[config.mk]
export PLATFORM = sky130hd
export DESIGN_NAME = smcs_scanner
export DESIGN_NICKNAME = d
export VERILOG_FILES = /design/src/design/smcs_change_fifo.v /design/src/design/smcs_scanner.v
export VERILOG_INCLUDE_DIRS = /design/src /design/src/common
export SDC_FILE = /design/constraint.sdc
export NUM_CORES = 1
export LEC_CHECK = 0
export BUFFER_PORTS_ARGS = -buffer_cell sky130_fd_sc_hd__buf_2
export CAP_MARGIN = 0
export CORE_ASPECT_RATIO = 1.2
export CORE_MARGIN = 5
export CORE_UTILIZATION = 44
export CTS_CLUSTER_SIZE = 24
export DETAILED_ROUTE_END_ITERATION = 10
export SLEW_MARGIN = 20
export SYNTH_ARGS = -nofsm -noshare
export SYNTH_HDL_FRONTEND = slang
export SYNTH_HIERARCHICAL = 1
export SYNTH_SLANG_ARGS = --single-unit
[constraint.sdc]
create_clock -name clock_i -period 8.1 [get_ports clock_i]
set_input_delay 0.405 -clock clock_i [delete_from_list [all_inputs] [get_ports clock_i]]
set_output_delay 0.405 -clock clock_i [all_outputs]
set_load 0.1 [all_outputs]
[src/common/smcs_consts.vh]
// Constants for the sensor matrix change scanner
`ifndef SMCS_CONSTS_VH
`define SMCS_CONSTS_VH
`define SMCS_ROWS 16
`define SMCS_ROW_W 4
`define SMCS_COL_W 8
`define SMCS_ROW_LAST 4'hf
`define SMCS_ROW_FIRST 4'h0
`define SMCS_COL_PRESET 4'h8
`define SMCS_COL_ZERO 4'h0
`define SMCS_STATE_BIT 7
`define SMCS_FIFO_LO 6'h00
`define SMCS_FIFO_HI 6'h27
`define SMCS_FIFO_AW 6
`define SMCS_SCAN_TIME_NS 2000000
`define SMCS_CLK_NS 10
`define SMCS_SETTLE_CYC 4'h3
`endif

[src/design/smcs_change_fifo.v]
// Circular change-word FIFO with wrapping in/out pointers
`timescale 1ns/1ps
`include "smcs_consts.vh"
module smcs_change_fifo #(
  parameter [`SMCS_FIFO_AW-1:0] LO = `SMCS_FIFO_LO,
  parameter [`SMCS_FIFO_AW-1:0] HI = `SMCS_FIFO_HI
) (
  // Clock and reset
  input wire clock_i,
  input wire rst_i,
  // Write side
  input wire wr_i,
  input wire [7:0] wr_data_i,
  // Read side
  input wire rd_i,
  output wire [7:0] rd_data_o,
  // Status
  output wire empty_o,
  output wire full_o
);
  localparam DEPTH = HI - LO + 1;
  reg [7:0] mem_r [0:DEPTH-1];
  reg [`SMCS_FIFO_AW-1:0] in_r;
  reg [`SMCS_FIFO_AW-1:0] out_r;
  reg [`SMCS_FIFO_AW:0] cnt_r;

  function [`SMCS_FIFO_AW-1:0] bump;
    input [`SMCS_FIFO_AW-1:0] p;
    begin
      bump = (p == HI) ? LO : p + 1'b1;
    end
  endfunction

  assign empty_o = (cnt_r == {(`SMCS_FIFO_AW+1){1'b0}});
  assign full_o = (cnt_r == DEPTH[`SMCS_FIFO_AW:0]);
  assign rd_data_o = mem_r[out_r - LO];

  // A full FIFO still takes a word when the oldest leaves in the same cycle.
  // The shared slot is read before it is rewritten, so no change word is lost.
  wire rd_ok = rd_i && !empty_o;
  wire wr_ok = wr_i && (!full_o || rd_ok);

  always @(posedge clock_i) begin
    if (rst_i) begin
      in_r <= LO;
      out_r <= LO;
      cnt_r <= {(`SMCS_FIFO_AW+1){1'b0}};
    end else begin
      if (wr_ok) begin
        mem_r[in_r - LO] <= wr_data_i;
        in_r <= bump(in_r);
      end
      if (rd_ok)
        out_r <= bump(out_r);
      case ({wr_ok, rd_ok})
        2'b10: cnt_r <= cnt_r + 1'b1;
        2'b01: cnt_r <= cnt_r - 1'b1;
        default: cnt_r <= cnt_r;
      endcase
    end
  end
endmodule // smcs_change_fifo

[src/design/smcs_scanner.v]
// Sensor matrix scanner: row drive, change detection, output buffer management
`timescale 1ns/1ps
`include "smcs_consts.vh"
// Operation
// - Scan 16x8 matrix via 4-bit row code
// - Select rows in order, sample columns
// - Selected row low; low return means closed
// - Compare row against previous scan
// - Keep 16-byte previous map, update each scan
// - Encode change byte, offer via read buffer
// - Buffer busy: queue change in 40-entry FIFO
// - Flags as status bits and pins
// - Pending pin high while FIFO holds words
// - Move oldest entry when buffer free
// - FIFO is circular with two pointers
// - Row counter gives coordinate row part
// - FIFO bounds are build-time parameters
// - Bit 7 state, low bits coordinate
// - Shift difference left, column counter from 8
// - FIFO full and buffer full stalls scan
// - Pointers wrap from top to bottom
module smcs_scanner #(
  parameter SCAN_CYC = `SMCS_SCAN_TIME_NS / `SMCS_CLK_NS,
  parameter [`SMCS_FIFO_AW-1:0] FIFO_LO = `SMCS_FIFO_LO,
  parameter [`SMCS_FIFO_AW-1:0] FIFO_HI = `SMCS_FIFO_HI
) (
  // Clock and reset
  input wire clock_i,
  input wire rst_i,
  // Matrix pins
  output reg [`SMCS_ROW_W-1:0] row_code_o,
  input wire [`SMCS_COL_W-1:0] col_return_i,
  // Master side
  input wire host_rd_i,
  output reg [7:0] host_read_buffer_o,
  output reg [7:0] status_o,
  output reg read_buffer_full_pin_o,
  output reg pending_changes_pin_o
);
  localparam S_INIT = 3'h0;
  localparam S_SETTLE = 3'h1;
  localparam S_SAMPLE = 3'h2;
  localparam S_DECODE = 3'h3;
  localparam S_WAIT = 3'h4;

  reg [2:0] state_r;
  reg init_r;
  reg [`SMCS_ROW_W-1:0] row_r;
  reg [3:0] col_r;
  reg [7:0] diff_r;
  reg [7:0] pres_r;
  reg [3:0] settle_r;
  reg [31:0] wait_r;
  reg [7:0] map_r [0:`SMCS_ROWS-1];
  reg [`SMCS_COL_W-1:0] col_m_r;
  reg [`SMCS_COL_W-1:0] col_s_r;
  reg read_buffer_full_flag_r;
  reg fifo_wr;
  reg fifo_rd;
  reg [7:0] fifo_wd;
  wire [7:0] fifo_rdata;
  wire fifo_empty;
  wire fifo_full;
  wire [`SMCS_COL_W-1:0] closed = ~col_s_r;

  smcs_change_fifo #(
    .LO(FIFO_LO),
    .HI(FIFO_HI)
  ) u_fifo (
    .clock_i(clock_i),
    .rst_i(rst_i),
    .wr_i(fifo_wr),
    .wr_data_i(fifo_wd),
    .rd_i(fifo_rd),
    .rd_data_o(fifo_rdata),
    .empty_o(fifo_empty),
    .full_o(fifo_full)
  );

  // A found change goes straight to the buffer only when both FIFO and buffer are idle, keeping order
  wire found = (state_r == S_DECODE) && diff_r[`SMCS_STATE_BIT];
  // The counter runs down from 8 while bit 7 leads, so the coordinate is 8 minus the counter
  wire [3:0] col_off = `SMCS_COL_PRESET - col_r;
  wire [2:0] col_idx = col_off[2:0];
  wire [7:0] change_word = {pres_r[`SMCS_STATE_BIT], row_r, col_idx[2:0]};
  wire direct = found && fifo_empty && !read_buffer_full_flag_r;
  wire stall = found && fifo_full && read_buffer_full_flag_r;

  always @* begin
    fifo_rd = !fifo_empty && !read_buffer_full_flag_r;
    fifo_wr = found && !direct && !stall;
    fifo_wd = change_word;
  end

  always @(posedge clock_i) begin
    col_m_r <= col_return_i;
    col_s_r <= col_m_r;
  end

  always @(posedge clock_i) begin
    if (rst_i) begin
      read_buffer_full_flag_r <= 1'b0;
      host_read_buffer_o <= 8'h00;
    end else if (fifo_rd) begin
      host_read_buffer_o <= fifo_rdata;
      read_buffer_full_flag_r <= 1'b1;
    end else if (direct) begin
      host_read_buffer_o <= change_word;
      read_buffer_full_flag_r <= 1'b1;
    end else if (host_rd_i) begin
      read_buffer_full_flag_r <= 1'b0;
    end
  end

  always @(posedge clock_i) begin
    if (rst_i) begin
      read_buffer_full_pin_o <= 1'b0;
      pending_changes_pin_o <= 1'b0;
      status_o <= 8'h00;
    end else begin
      read_buffer_full_pin_o <= read_buffer_full_flag_r || fifo_rd || direct;
      pending_changes_pin_o <= !fifo_empty || fifo_wr;
      status_o <= {6'h00, !fifo_empty || fifo_wr, read_buffer_full_flag_r || fifo_rd || direct};
    end
  end

  always @(posedge clock_i) begin
    if (rst_i) begin
      state_r <= S_SETTLE;
      init_r <= 1'b1;
      row_r <= `SMCS_ROW_FIRST;
      row_code_o <= `SMCS_ROW_FIRST;
      col_r <= `SMCS_COL_ZERO;
      diff_r <= 8'h00;
      pres_r <= 8'h00;
      settle_r <= `SMCS_SETTLE_CYC;
      wait_r <= 32'h0;
    end else begin
      case (state_r)
        S_SETTLE: begin
          // Row code plus two-stage sampler needs a few cycles before returns are valid
          if (settle_r == `SMCS_COL_ZERO)
            state_r <= S_SAMPLE;
          else
            settle_r <= settle_r - 1'b1;
        end
        S_SAMPLE: begin
          map_r[row_r] <= closed;
          pres_r <= closed;
          diff_r <= init_r ? 8'h00 : (closed ^ map_r[row_r]);
          col_r <= `SMCS_COL_PRESET;
          state_r <= S_DECODE;
        end
        S_DECODE: begin
          if (!stall) begin
            if (col_r == `SMCS_COL_ZERO || diff_r == 8'h00) begin
              col_r <= `SMCS_COL_ZERO;
              if (row_r == `SMCS_ROW_LAST) begin
                init_r <= 1'b0;
                wait_r <= SCAN_CYC;
                state_r <= S_WAIT;
              end else begin
                state_r <= S_SETTLE;
                settle_r <= `SMCS_SETTLE_CYC;
              end
              row_r <= row_r + 1'b1;
              row_code_o <= row_r + 1'b1;
            end else begin
              diff_r <= {diff_r[6:0], 1'b0};
              pres_r <= {pres_r[6:0], 1'b0};
              col_r <= col_r - 1'b1;
            end
          end
        end
        S_WAIT: begin
          if (wait_r == 32'h0) begin
            state_r <= S_SETTLE;
            settle_r <= `SMCS_SETTLE_CYC;
          end else
            wait_r <= wait_r - 1'b1;
        end
        default: state_r <= S_SETTLE;
      endcase
    end
  end
endmodule // smcs_scanner

==> results by group <==
Layout
  • Final Util: 49.7%
  • Layout cells sized above 1: between 10% and 20%
  • # fillers: between 4,000 and 5,000
  • Inserted Diodes: 0
  • Final Non-Filler Cells: about 2,200
  • Reg area: between 15,000 and 20,000 sq um
  • Most frequent cells in the layout: edfxtp_1, nor2_1, mux4_2
  • Nets: ~1,500
  • Final instance area: 25,600 sq um
  • Area of the multi-input gates: 6700 sq um
  • Layout area overhead: 11.5%
  • Most common cell after layout, fill and taps aside: edfxtp_1

Critical path
  • CP Capture Type: flip-flop
  • CP cell instances: or4_4 -> nor4_1 -> nor2b_1 -> a211o_1 -> inv_1 -> nor2_1 -> ha_1 -> nor2b_1 -> o31a_1 -> o22ai_1 -> mux2i_1 -> mux2_2
  • R2R Setup Slk: 3.89 ns
  • Critical path class: reg2reg
  • Critical R2R Launch: u_fifo/cnt_r[0]
  • Cell mode on critical path: nor2b_1
  • CP Launch Type: flip-flop
  • Worst Path Buf+Inv: 1
  • FF-to-FF path depth: 12
  • FF-to-FF End: u_fifo/cnt_r[6]
  • Critical path peak fanout: 7
  • Slowest CP cell: nor4_1
  • Worst Path Required: 8.57 ns
  • Critical Path AT: 4.68 ns
  • CP max stage delay: 0.64 ns
  • Top cell family by delay on the critical path: simple AND/OR/NAND/NOR gates

Power and ir drop
  • Int Pwr: about 0.0045 W
  • Clock power share: a little over two fifths
  • Final Power: about 0.0057 W
  • Combinational Power Share: 2.4%
  • Worst vdd ir: 0.000143 V
  • Sw Pwr: roughly 0.0012 W
  • Static Leak: roughly 8 nW
  • Switching Fraction: between 20% and 30%
  • Register share of total power: a little under three fifths
  • Pwr dens: between 200 and 250 nW/um^2

Clock tree
  • Setup Buffers After CTS: 0
  • Bufs on Longest Clock Path: 3
  • TritonCTS Buffers: 53
  • Cts repair resizes: 0
  • H-tree levels: 2
  • Clock transition at the registers of the reported paths: 0.06 ns
  • CTS sink cnt: 568
  • Clk root buf: clkbuf_16
  • Skew-Pair Late Insertion Delay: approximately 0.58 ns
  • TritonCTS clock tree: yes

Synth
  • Sequential share of the synthesized area: between 60% and 70%
  • Syn Area/Cell: 15.9 sq um
  • Synthesis warning total: 6
  • Cell variety after synth: 76
  • Synthesized area: about 23,000 sq um
  • Mapped Cells: around 1,400
  • Fraction of registers with async set/reset: 0%
  • Post-synthesis register bit count: about 570
  • Number of synthesized flops with an enable pin: approximately 450
  • Top FF cell, synth: edfxtp_1

STA
  • Slew HR: roughly 30%
  • Post-route minimum period: between 4 and 5 ns
  • Fin crit share: between 50 and 60%
  • Worst Tran Pin Value: about 1.1 ns
  • Setup_tns: 0 ns
  • Clock skew: between 0.01 and 0.015 ns
  • Fmax achieved: ~0.24 GHz
  • Final Hold Viols: 0
  • # setup viols final: 0
  • RSZ-0062 raised after global routing: no
  • Final Slew Violations: 0

Die
  • Die area: about 57,000 sq um
  • Num ports: 33
  • # rows: 91
  • Initial core utilization: between 40% and 50%
  • Die span in y: roughly 260 um
  • DIE WIDTH: approximately 220 um
  • Core area: 51,600 sq um

Global routing
  • Vias in the first global route: around 13,000
  • First-pass GRT wire length: approximately 77,000 um
  • Tot GR Track Use: roughly 18%
  • Initial antenna violation count: 0
  • GR Overflow Total: 0
  • Largest net degree at the start of global routing: 59

Drt
  • Drt total wl: roughly 50,000 um
  • DR iter-0 viols: just under 900
  • Via count of the routed design: between 10,000 and 15,000
  • Per-cell routed wire length: 22.5 um
  • Antenna-violating nets left: 0
  • Post-route DRC: 0
  • Pre-antenna DRT Iters: 6
  • Via density: ~5.7

Placed design
  • Port Buffers: 26
  • Placed cell count: 2,112
  • DP HPWL: 31,400 um
  • Placed cell areas: 23,800 sq um
  • Final Wtd Congestion: 0.805

Flow run
  • Max Cap Viol: 0

Min path
  • Hold Path Depth: 2
  • Hold Path Sink: u_fifo/cnt_r[2]
  • Hold wc startpoint: rst_i
  • Hold WC Path Type: in2reg

Outcome
  • Outcome: finished clean
-- logic make-up (layout without fill, tap and decap cells) --
kind of cell,count (synthesis),in the layout,share of synthesized area [%]
AOI/OAI and AO/OA,191,191,5.53
and+or+nand+nor,375,375,8.36
xor gates and xnor gates,37,37,1.41
muxes,151,151,12.7
other,1,6,0.0163
adders and majority gates,15,15,0.850
DFF,568,568,69.0
buffers and inverters,107,180,2.07
-- state kept, by name, summed over array words and instances, names as in the netlist, 7 cells and up, named ones only --
name / cells
map_r: 128
wait_r: 32
col_m_r: 8
u_fifo/cnt_r: 7
host_read_buffer_o: 8
col_s_r: 8
u_fifo/mem_r: 320
diff_r: 8
pres_r: 8
-- cell usage after synthesis, drive strengths merged (14+ instances only) --
| cell type | n | share of area (%) |
|---|---|---|
| a211oi | 14 | 0.46 |
| a21oi | 64 | 1.5 |
| a22oi | 21 | 0.69 |
| buf | 35 | 0.89 |
| clkbuf | 48 | 0.79 |
| dfxtp | 120 | 10 |
| edfxtp | 448 | 59 |
| ha | 14 | 0.76 |
| inv | 24 | 0.39 |
| mux2i | 29 | 1.3 |
| mux4 | 112 | 11 |
| nand2 | 49 | 0.80 |
| nand2b | 17 | 0.46 |
| nand3 | 15 | 0.33 |
| nor2 | 138 | 2.3 |
| nor3 | 28 | 0.61 |
| nor4 | 27 | 0.84 |
| o21ai | 26 | 0.58 |
| or3 | 24 | 0.68 |
| xnor2 | 27 | 1.0 |
-- per-layer routing --
layer,global-route usage (%),vias to the layer above,wire [um]
met5,0,-,0
met4,4.31,0,1030
met3,2.26,66,2610
met2,29.4,342,24600
met1,24.9,6442,21600
li1,-,5719,-
-- power groups by stage --
stage	sequential [W]	combinational [W]	clock (W)
after floorplan	0.00322	0.0000950	0
after global placement	0.00321	0.000133	0
after detailed placement	0.00321	0.000135	0
after CTS	0.00315	0.000139	0.00248
after global routing	0.00315	0.000151	0.00262
final	0.00315	0.000138	0.00242
-- worst register-to-register path, delay by kind of cell, from the launching register on --
| family | cells | cell delay (ns) |
|---|---|---|
| flops | 1 | 0.35 |
| fa+ha+maj | 1 | 0.38 |
| simple gates | 5 | 2.15 |
| compound gates | 3 | 0.57 |
| mux | 2 | 0.55 |
| buf+inv | 1 | 0.10 |
-- metrics by stage --
| step | hold slack, ns | setup WS (ns) |
|---|---|---|
| floorplan | 0.310 | 4.43 |
| global placement | 0.318 | 3.98 |
| detailed placement | 0.315 | 3.93 |
| CTS | 0.222 | 3.91 |
| global route | 0.254 | 3.57 |
| finish | 0.255 | 3.89 |
-- worst max-delay path by stage --
| stage | slack [ns] | startpoint | to | cells past startpoint |
|---|---|---|---|---|
| 2_1_floorplan | 4.43 | u_fifo/cnt_r[0] | u_fifo/cnt_r[6] | 12 |
| 3_3_place_gp | 3.98 | u_fifo/cnt_r[0] | u_fifo/cnt_r[6] | 12 |
| 3_5_place_dp | 3.93 | u_fifo/cnt_r[0] | u_fifo/cnt_r[6] | 12 |
| 4_1_cts | 3.91 | u_fifo/cnt_r[0] | u_fifo/cnt_r[6] | 12 |
| 5_1_grt | 3.57 | u_fifo/cnt_r[0] | u_fifo/cnt_r[6] | 12 |
| 6_report | 3.89 | u_fifo/cnt_r[0] | u_fifo/cnt_r[6] | 12 |
-- cell type report --
type,count,area share (%)
inverter,24,0.352
clock buffer,70,5.71
clock inverter,29,0.928
tap,697,3.40
multi-input combinational,775,26.2
sequential,568,62.0
timing repair buffer,57,1.50
-- timing repair --
action / in CTS / in global routing
endpoints found under the setup margin: 0 / 0
endpoints found under the hold margin: 9 / 0
hold buffers: 9 / 0
Power figures use the tool's default switching activity.
